==> config.mk <==
export PLATFORM = sky130hd
export DESIGN_NAME = dram_page_ctl
export DESIGN_NICKNAME = d
export VERILOG_FILES = /design/src/shared/dram_ctl_pkg.sv /design/src/shared/dram_req_if.sv /design/src/logic/refresh_pacer.sv /design/src/logic/dram_page_ctl.sv
export SDC_FILE = /design/constraint.sdc
export NUM_CORES = 1
export LEC_CHECK = 0
export BUFFER_PORTS_ARGS = -buffer_cell sky130_fd_sc_hd__buf_4
export CAP_MARGIN = 20
export CORE_MARGIN = 10
export CORE_UTILIZATION = 52
export DETAILED_ROUTE_END_ITERATION = 7
export GPL_ROUTABILITY_DRIVEN = 0
export GPL_TIMING_DRIVEN = 0
export PLACE_DENSITY = 0.74
export RECOVER_POWER = 25
export SLEW_MARGIN = 10
export SYNTH_ARGS = -nofsm -noshare
export SYNTH_HDL_FRONTEND = slang
export SYNTH_SLANG_ARGS = --single-unit
==> constraint.sdc <==
create_clock -name REF_CLK -period 2.1 [get_ports REF_CLK]
set_input_delay 0.105 -clock REF_CLK [delete_from_list [all_inputs] [get_ports REF_CLK]]
set_output_delay 0.105 -clock REF_CLK [all_outputs]
set_load 0.02 [all_outputs]
==> src/shared/dram_ctl_pkg.sv <==
// constants and types for the page-mode dram controller
// assumes a 20 MHz REF_CLK and an asynchronous 1M x 8 dram module outside
//
// Behaviour
// - page read: row held, column strobes, write high
// - page write: write low, data at strobe
// - all 512 rows refreshed every 8.2 ms
// - row-only refresh: column strobe held high
// - column-before-row refresh needs no row address
// - hidden refresh keeps column strobe low after read
// - hidden refresh must be column-before-row type
// - write select high reads, low writes
// - ten-bit row then column on shared pins
package dram_ctl_pkg;
  localparam int ADDR_W = 10; // multiplexed address width
  localparam int DATA_W = 8;  // module data width
  localparam int ROWS_REFRESH = 512; // refresh rows
  localparam int CLK_PERIOD_NS = 50; // REF_CLK period
  // access delays and write lead time in ns
  localparam int COLUMN_STROBE_ACCESS_TIME_NS = 35;
  localparam int COLUMN_ADDRESS_ACCESS_TIME_NS = 60;
  localparam int STROBE_PRECHARGE_ACCESS_TIME_NS = 70;
  localparam int WRITE_TO_STROBE_LEAD_TIME_NS = 25;
  // least times round up; page reads wait for the latest of three delays
  localparam int ACCESS_CA_NS = (COLUMN_STROBE_ACCESS_TIME_NS >
    COLUMN_ADDRESS_ACCESS_TIME_NS) ? COLUMN_STROBE_ACCESS_TIME_NS :
    COLUMN_ADDRESS_ACCESS_TIME_NS;
  localparam int ACCESS_NS = (ACCESS_CA_NS >
    STROBE_PRECHARGE_ACCESS_TIME_NS) ? ACCESS_CA_NS :
    STROBE_PRECHARGE_ACCESS_TIME_NS;
  localparam int ACCESS_CYC = (ACCESS_NS + CLK_PERIOD_NS - 1) / CLK_PERIOD_NS;
  localparam int RAS_PRE_NS = 80; // row strobe precharge
  localparam int RAS_PRE_CYC = (RAS_PRE_NS + CLK_PERIOD_NS - 1) / CLK_PERIOD_NS;
  // refresh interval: 8.2 ms over 512 rows, longest time rounds down
  localparam int REFRESH_PERIOD_US10 = 82; // 8.2 ms in 0.1 ms units
  localparam int REFRESH_STEP_CYC = (REFRESH_PERIOD_US10 * 100000 /
    CLK_PERIOD_NS) / ROWS_REFRESH;
  localparam logic [3:0] CNT_ZERO = 4'h0;
  localparam logic [3:0] CNT_ONE = 4'h1; // page column precharge length
  typedef enum logic [1:0] {
    CMD_READ, CMD_WRITE, CMD_ROW_REFRESH, CMD_CBR_REFRESH
  } cmd_t;
endpackage : dram_ctl_pkg

==> src/shared/dram_req_if.sv <==
// request interface between the controller and its refresh pacer
// assumes both ends run on the same clock
`timescale 1ns/1ps
interface dram_req_if;
  logic due;  // refresh is owed
  logic done; // one refresh issued, pulse
  modport pacer (output due, input done);
  modport ctl   (input due, output done);
endinterface : dram_req_if

==> src/logic/refresh_pacer.sv <==
// refresh pacer: raises due once per refresh step
// assumes done pulses once per refresh issued
`timescale 1ns/1ps
module refresh_pacer #(
  parameter int STEP_CYC = dram_ctl_pkg::REFRESH_STEP_CYC
) (
  input  wire logic clk,
  input  wire logic rst_b,
  dram_req_if.pacer req
);
  typedef struct packed {
    logic [19:0] cnt; // cycles until next row is owed
    logic        due; // sticky owed flag
  } pace_t;
  pace_t cur;
  pace_t next_cur;
  // count down; set wins over the done clear so no step is lost
  always_comb begin
    next_cur = cur;
    if (req.done) begin
      next_cur.due = 1'b0;
    end
    if (cur.cnt == 20'h00000) begin
      next_cur.cnt = 20'(STEP_CYC - 1);
      next_cur.due = 1'b1;
    end else begin
      next_cur.cnt = cur.cnt - 20'h00001;
    end
  end
  always_ff @(posedge clk or negedge rst_b) begin
    if (!rst_b) begin
      cur <= '0;
    end else begin
      cur <= next_cur;
    end
  end
  assign req.due = cur.due;
endmodule : refresh_pacer

==> src/logic/dram_page_ctl.sv <==
// page-mode dram controller driving strobes, address and data pins
// assumes the dram answers asynchronously; DQ_IN is synchronised here
`timescale 1ns/1ps
module dram_page_ctl #(
  parameter int STEP_CYC = dram_ctl_pkg::REFRESH_STEP_CYC
) (
  input  wire logic        REF_CLK,
  input  wire logic        RST_B,
  input  wire logic        REQ_VALID,   // user request
  input  wire logic [1:0]  REQ_CMD,     // dram_ctl_pkg::cmd_t
  input  wire logic [9:0]  REQ_ROW,
  input  wire logic [9:0]  REQ_COL,
  input  wire logic [7:0]  REQ_WDATA,
  input  wire logic        REQ_LAST,    // close row after this access
  input  wire logic        REQ_HIDDEN,  // keep column strobe into refresh after a read
  output logic             REQ_READY,
  output logic             RD_VALID,
  output logic [7:0]       RD_DATA,
  output logic             RAS_N,
  output logic             CAS_N,
  output logic             WE_N,
  output logic [9:0]       ADDR,
  input  wire logic [7:0]  DQ_IN,
  output logic [7:0]       DQ_OUT,
  output logic             DQ_OE
);
  typedef enum logic [2:0] {
    ST_IDLE, ST_ROW, ST_COL, ST_WAIT, ST_PRE, ST_CBR, ST_HOLD
  } state_t;
  typedef struct packed {
    state_t     st;
    logic [3:0] cnt;     // delay counter
    logic       open;    // a row is latched
    logic       hidden;  // column strobe stays low into refresh after a read
    logic       last;
    logic       wr;
    logic [9:0] row;
    logic [9:0] col;
    logic [8:0] rfr_row; // own row-only refresh row
    logic       ras_n;
    logic       cas_n;
    logic       we_n;
    logic [9:0] addr;
    logic [7:0] dq_out;
    logic       dq_oe;
    logic       ready;
    logic       rd_valid;
    logic [7:0] rd_data;
    logic       done;
    logic [7:0] sync1;   // first synchroniser stage
    logic [7:0] sync2;   // second synchroniser stage
  } ctl_t;
  ctl_t cur;
  ctl_t next_cur;
  dram_req_if rif ();
  refresh_pacer #(.STEP_CYC(STEP_CYC)) u_pacer (
    .clk   (REF_CLK),
    .rst_b (RST_B),
    .req   (rif)
  );
  assign rif.done = cur.done;
  // true when a command is a refresh kind
  function automatic logic is_refresh(input logic [1:0] c);
    return c == dram_ctl_pkg::CMD_ROW_REFRESH ||
           c == dram_ctl_pkg::CMD_CBR_REFRESH;
  endfunction : is_refresh
  // main sequencer
  always_comb begin
    next_cur = cur;
    next_cur.sync1 = DQ_IN;
    next_cur.sync2 = cur.sync1;
    next_cur.rd_valid = 1'b0;
    next_cur.done = 1'b0;
    next_cur.ready = 1'b0;
    case (cur.st)
      ST_IDLE: begin
        // both strobes high: standby
        next_cur.ras_n = 1'b1;
        next_cur.dq_oe = 1'b0;
        if (REQ_VALID && cur.ready) begin
          // a request shown ready is always taken; an owed refresh
          // that rose meanwhile waits, else the request would be lost
          if (REQ_CMD == dram_ctl_pkg::CMD_CBR_REFRESH) begin
            next_cur.cas_n = 1'b0;
            next_cur.st = ST_CBR;
          end else if (is_refresh(REQ_CMD)) begin
            next_cur.addr = REQ_ROW;
            next_cur.cas_n = 1'b1;
            next_cur.ras_n = 1'b0;
            next_cur.cnt = 4'(dram_ctl_pkg::ACCESS_CYC + 1);
            next_cur.st = ST_PRE;
          end else begin
            next_cur.cas_n = 1'b1;
            next_cur.addr = REQ_ROW;
            next_cur.row = REQ_ROW;
            next_cur.col = REQ_COL;
            next_cur.wr = REQ_CMD == dram_ctl_pkg::CMD_WRITE;
            next_cur.last = REQ_LAST;
            next_cur.hidden = REQ_HIDDEN;
            next_cur.dq_out = REQ_WDATA;
            next_cur.st = ST_ROW;
          end
        end else if (rif.due) begin
          // pacer refresh, row-only with own counter
          next_cur.addr = {1'b0, cur.rfr_row};
          next_cur.rfr_row = cur.rfr_row + 9'h001;
          next_cur.cas_n = 1'b1;
          next_cur.ras_n = 1'b0;
          next_cur.cnt = 4'(dram_ctl_pkg::ACCESS_CYC + 1);
          next_cur.st = ST_PRE;
          next_cur.done = 1'b1;
        end else if (REQ_VALID) begin
          // no refresh owed: offer to take the request next edge
          next_cur.ready = 1'b1;
        end
      end
      ST_ROW: begin
        // row latched on fall, then column on same pins
        next_cur.ras_n = 1'b0;
        next_cur.open = 1'b1;
        next_cur.st = ST_COL;
      end
      ST_COL: begin
        next_cur.addr = cur.col;
        next_cur.we_n = !cur.wr;
        next_cur.dq_oe = cur.wr;
        next_cur.st = ST_WAIT;
        next_cur.cnt = 4'(dram_ctl_pkg::ACCESS_CYC + 2);
      end
      ST_WAIT: begin
        // column strobe falls; write data latched at that edge
        next_cur.cas_n = 1'b0;
        if (cur.cnt != dram_ctl_pkg::CNT_ZERO) begin
          next_cur.cnt = cur.cnt - 4'h1;
        end else begin
          // sample after latest access delay plus sync stages
          if (!cur.wr) begin
            next_cur.rd_data = cur.sync2;
            next_cur.rd_valid = 1'b1;
          end
          next_cur.we_n = 1'b1;
          if (cur.hidden && !cur.wr) begin
            // keep column low, lift row for a hidden refresh
            next_cur.ras_n = 1'b1;
            next_cur.cnt = 4'(dram_ctl_pkg::RAS_PRE_CYC);
            next_cur.st = ST_HOLD;
          end else if (cur.last || rif.due) begin
            next_cur.cas_n = 1'b1;
            next_cur.ras_n = 1'b1;
            next_cur.dq_oe = 1'b0;
            next_cur.open = 1'b0;
            next_cur.cnt = 4'(dram_ctl_pkg::RAS_PRE_CYC);
            next_cur.st = ST_PRE;
          end else begin
            next_cur.cas_n = 1'b1; // precharge before next column
            next_cur.dq_oe = 1'b0;
            next_cur.st = ST_PRE;
            next_cur.cnt = dram_ctl_pkg::CNT_ONE;
          end
        end
      end
      ST_PRE: begin
        // precharge, or hold an open row for the next page column
        if (cur.cnt != dram_ctl_pkg::CNT_ZERO) begin
          next_cur.cnt = cur.cnt - 4'h1;
        end else if (cur.open && cur.ready && REQ_VALID &&
                     !is_refresh(REQ_CMD)) begin
          // page column, row not re-latched
          next_cur.col = REQ_COL;
          next_cur.wr = REQ_CMD == dram_ctl_pkg::CMD_WRITE;
          next_cur.last = REQ_LAST;
          next_cur.hidden = REQ_HIDDEN;
          next_cur.dq_out = REQ_WDATA;
          next_cur.st = ST_COL;
        end else if (cur.open && (rif.due || (REQ_VALID &&
                     (is_refresh(REQ_CMD) || REQ_ROW != cur.row)))) begin
          // close: refresh owed, refresh asked, or another row wanted
          next_cur.ras_n = 1'b1;
          next_cur.open = 1'b0;
          next_cur.cnt = 4'(dram_ctl_pkg::RAS_PRE_CYC);
        end else if (cur.open) begin
          // row stays latched; the owed refresh bounds how long
          next_cur.ready = REQ_VALID && REQ_ROW == cur.row;
        end else begin
          next_cur.ras_n = 1'b1;
          next_cur.cas_n = 1'b1;
          next_cur.dq_oe = 1'b0;
          next_cur.st = ST_IDLE;
        end
      end
      ST_HOLD: begin
        // column stays low from the read, so refresh is cbr type
        if (cur.cnt != dram_ctl_pkg::CNT_ZERO) begin
          next_cur.cnt = cur.cnt - 4'h1;
        end else begin
          next_cur.ras_n = 1'b0;
          next_cur.open = 1'b0;
          next_cur.hidden = 1'b0;
          next_cur.cnt = 4'(dram_ctl_pkg::ACCESS_CYC + 1);
          next_cur.st = ST_PRE;
        end
      end
      ST_CBR: begin
        // device supplies and advances its own row
        next_cur.ras_n = 1'b0;
        next_cur.cnt = 4'(dram_ctl_pkg::ACCESS_CYC + 1);
        next_cur.st = ST_PRE;
      end
      default: begin
        next_cur.st = ST_IDLE;
      end
    endcase
  end
  always_ff @(posedge REF_CLK or negedge RST_B) begin
    if (!RST_B) begin
      cur <= '{st: ST_IDLE, ras_n: 1'b1, cas_n: 1'b1, we_n: 1'b1,
               default: '0};
    end else begin
      cur <= next_cur;
    end
  end
  assign REQ_READY = cur.ready;
  assign RD_VALID  = cur.rd_valid;
  assign RD_DATA   = cur.rd_data;
  assign RAS_N     = cur.ras_n;
  assign CAS_N     = cur.cas_n;
  assign WE_N      = cur.we_n;
  assign ADDR      = cur.addr;
  assign DQ_OUT    = cur.dq_out;
  assign DQ_OE     = cur.dq_oe;
endmodule : dram_page_ctl

==> impl_metrics.toml <==
[clock_network]
number_of_cts_inserted_buffers = 9
clockBufferDepth = 2
worstSkewPairLatency_ns = 0.39
cts-root-buf = "sky130_fd_sc_hd__clkbuf_8"
clock_tree.htree_level_count = 3
clock_sinks = 110
clk_slew_on_worst_s_h_paths_ns = 0.11
tritoncts = "built"

[setup_path]
timing.critical_path.required_ns = 2.38
peak_per_stage_delay_on_the_critical_path_ns = 0.56
worstSetupStartpointType = "flip-flop"
worst_ep_arrival_time_ns = 2.34
critical_path.endpoint_type = "flip-flop"
critical_path_class = "flip-flop to flip-flop"
crit_path_max_fanout = 4
critPathSlowestCell = "sky130_fd_sc_hd__or4_4"
path_delay_family = "simple AND/OR/NAND/NOR gates"
cp_num_buf_inv = 1
critical_path.cell_chain = "inv_2 -> ha_4 -> or4b_4 -> or4_4 -> nor2_4 -> xnor2_2 -> nor2_1"

[global_routing]
grt_antenna_before_repair = 0
first_global_vias = 4519
grt_start_max_net_pins = 111
grtUsageTotal_pct = 18.0
grt_first_pass_wirelength_um = 21800
global_route.overflow_total = 0

[timing]
fmaxAchievable_ghz = 0.484
worst_clock_skew_ns = 0.0102
slew_headroom_pct = 1.85
finalSetupViolations = 0
post-route-min-period_ns = 2.07
hold_slack_ns = 0.0256
fin_crit_sh_pct = 98.5
rsz0062_at_grt = "yes"
worst_pin_slew_ns = 1.47
slew_viol_final = 0
hold_viol = 0

[logic_synthesis]
synth-seq-area-share_pct = 51.0
yosys_register_bits = 110
synth_area_leader_cell = "sky130_fd_sc_hd__dfrtp_1"
synthCells = 553
syn-cell-area_um2 = 5410
synthesis.nets = 603
synth_cell_types = 60
yosys_warnings = 0
asr_flop_ratio_synth_pct = 100
ys_dominant_reg_cell = "sky130_fd_sc_hd__dfrtp_1"
synth_top_cell_area_share_pct = 49.5
postSynthAreaPerCell_um2 = 9.77
synth-edff-count = 0
synthTopCellsByArea = "sky130_fd_sc_hd__dfrtp_1, sky130_fd_sc_hd__nand2_1, sky130_fd_sc_hd__mux2_2, sky130_fd_sc_hd__a21oi_1, sky130_fd_sc_hd__buf_4"

[layout]
share_of_cells_above_drive_strength_1_pct = 26.2
syn2layout_area_growth_pct = 27.6
sequential_standard_cell_area_um2 = 2760
fill_cell_instance_count_of_the_final_layout = 801
final_non_filler_cells = 827
finalInstanceArea_um2 = 6900
antenna_cells = 0
nets = 736
multi_input_area_um2 = 2430

[floorplan]
ioPinCount = 75
die_width_um = 122
rows = 37
core_area_um2 = 10200
initial_utilization_pct = 52.8
dieHeight_um = 122
die_area_um2 = 14900

[drt]
post-route-drc-count = 0
postRouteAntennaNets = 0
routed_wl_um = 13300
drt_first_pass_iters = 5
drt-initial-drc-count = 392
routed_wire_length_per_instance_um = 16.1
total_number_of_vias = 4395
post_drt_via_cell_ratio = 5.31

[placed_design]
dp.final_hpwl_um = 8960
placement.io_buffers = 73
placed_inst_area_um2 = 6130
place_inst = 762

[pwr]
switching_power_mw = 2.70
clockPowerShare_pct = 20.1
powerDensity_nw_per_um2 = 1050
switching_share_pct = 37.4
vdd_ir_drop_max_mv = 0.735
cellInternalPower_mw = 4.52
share_seq_of_total_power_pct = 39.2
comb_power_share_pct = 40.7
leakage_nw = 3.14

[run_status]
outcome = "completed"

[worst_hold_path]
holdCritPathClass = "input pin to flip-flop"

[run]
maxCapViolCount = 0
[layout by cell type (no fill, tap or decap), types with 3 or more instances in the layout]
cell                              n
sky130_fd_sc_hd__dfrtp_1        107
sky130_fd_sc_hd__nor2_4           3
sky130_fd_sc_hd__ha_1             5
sky130_fd_sc_hd__o31ai_1          3
sky130_fd_sc_hd__nor3_1          10
sky130_fd_sc_hd__mux2_2          22
sky130_fd_sc_hd__clkbuf_8        10
sky130_fd_sc_hd__nand2_1         90
sky130_fd_sc_hd__clkbuf_4        11
sky130_fd_sc_hd__xnor2_1         14
sky130_fd_sc_hd__o21a_1           3
sky130_fd_sc_hd__inv_2            5
sky130_fd_sc_hd__clkbuf_2         8
sky130_fd_sc_hd__o22ai_1          4
sky130_fd_sc_hd__nand3_1         17
sky130_fd_sc_hd__nor2_1          25
sky130_fd_sc_hd__buf_4           75
sky130_fd_sc_hd__dlygate4sd3_1   39
sky130_fd_sc_hd__or3_4            3
sky130_fd_sc_hd__nor2b_1          4
sky130_fd_sc_hd__nor4_1           3
sky130_fd_sc_hd__buf_2            4
sky130_fd_sc_hd__o21ai_0         34
sky130_fd_sc_hd__mux2i_1          3
sky130_fd_sc_hd__inv_1            5
sky130_fd_sc_hd__nand2b_1         5
sky130_fd_sc_hd__clkbuf_1        40
sky130_fd_sc_hd__nand4_1          7
sky130_fd_sc_hd__a21oi_1         43
sky130_fd_sc_hd__nand3b_1         5
sky130_fd_sc_hd__xor2_1          16
sky130_fd_sc_hd__and2_1           3
[cell type report]
| type | instances | area share, % |
|---|---|---|
| flip-flops and latches | 110 | 40.0 |
| multi-input cells | 376 | 35.3 |
| repair buffers | 126 | 13.4 |
| plain buffers | 52 | 4.84 |
| well taps | 136 | 2.47 |
| clock buffers | 10 | 2.00 |
| clock inverters | 6 | 1.34 |
| inverters | 11 | 0.635 |
[final timing paths]
path / from / depth (start not counted) / endpoint / slack [ns]
worst max-delay path: u_pacer.cur[2] / 7 / u_pacer.cur[13] / 0.03
worst min-delay path: REQ_CMD[0] / 3 / cur[78] / 0.03
worst max register to register: u_pacer.cur[2] / 7 / u_pacer.cur[13] / 0.03
worst min register to register: cur[14] / 0 / cur[6] / 0.35
max in group asynchronous: RST_B / 2 / cur[76] / 0.55
min in group asynchronous: RST_B / 2 / RD_DATA[0] / 0.63
[sequential cells by signal, indices dropped and copies added (netlist names)]
name             cells
cur                 56
u_pacer.cur         20
ADDR                10
DQ_OUT               8
RD_DATA              8
CAS_N                1
DQ_OE                1
RAS_N                1
RD_VALID             1
REQ_READY            1
WE_N                 1
rif.done             1
u_pacer.req.due      1
[metrics by stage]
step           TNS, ns  power, mW  worst slack (ns)  utilization [%]
6_report             0       7.21            0.0318             67.4
5_1_grt        -0.0989       7.66           -0.0373             67.4
3_5_place_dp     -7.25       5.59            -0.281             59.9
3_3_place_gp     -5.80       5.50            -0.248             59.9
4_1_cts              0       7.18           0.00688             67.1
2_1_floorplan        0       4.73           0.00730                -
[Yosys cell counts, types with 7 or more instances]
library cell,count
sky130_fd_sc_hd__nand4_1,7
sky130_fd_sc_hd__nor2_1,26
sky130_fd_sc_hd__xnor2_1,16
sky130_fd_sc_hd__nand3_1,18
sky130_fd_sc_hd__buf_4,26
sky130_fd_sc_hd__clkbuf_1,20
sky130_fd_sc_hd__o21ai_0,36
sky130_fd_sc_hd__nor3_1,12
sky130_fd_sc_hd__xor2_1,16
sky130_fd_sc_hd__dfrtp_1,107
sky130_fd_sc_hd__a21oi_1,43
sky130_fd_sc_hd__buf_2,9
sky130_fd_sc_hd__ha_1,7
sky130_fd_sc_hd__mux2_2,22
sky130_fd_sc_hd__inv_1,10
sky130_fd_sc_hd__nand2_1,92
[kinds of logic (layout without fill, tap and decap cells)]
group	count (synthesis)	after routing	share of synthesized area (%)
xor gates and xnor gates	32	32	5.19
muxes	25	25	5.14
buffers and inverters	67	205	6.69
AOI/OAI and AO/OA	108	108	11.6
DFF	110	110	51.0
adders and majority gates	7	7	1.62
and+or+nand+nor	204	204	18.8
[metal layers]
layer	GRT usage [%]	vias to the layer above	part of all wire [%]
met5	0	-	0
met4	6.41	0	2.8
met3	5.74	36	6.9
met2	30.5	146	49
met1	21.1	2082	41
li1	-	2131	-
[power groups by stage]
stage / registers, mW / logic (mW) / clock network, mW
global route: 2.87 / 3.22 / 1.57
finish: 2.83 / 2.93 / 1.45
detailed placement: 2.85 / 2.74 / 0
global placement: 2.83 / 2.67 / 0
floorplan: 2.82 / 1.91 / 0
CTS: 2.81 / 2.88 / 1.49
[what timing repair did]
| action | 4_1_cts | 5_1_grt |
|---|---|---|
| buffers inserted | 7 | 7 |
| hold endpoints to repair | 145 | 0 |
| pin swaps | 4 | 9 |
| gates resized for setup | 20 | 41 |
| hold buffers | 39 | 0 |
| setup endpoints to repair | 40 | 75 |
[worst min-delay path, cell delays in order]
cell                       delay (ns)
sky130_fd_sc_hd__buf_4           0.13
sky130_fd_sc_hd__nand3b_1        0.08
sky130_fd_sc_hd__o21ai_0         0.07
Power figures use the tool's default switching activity.
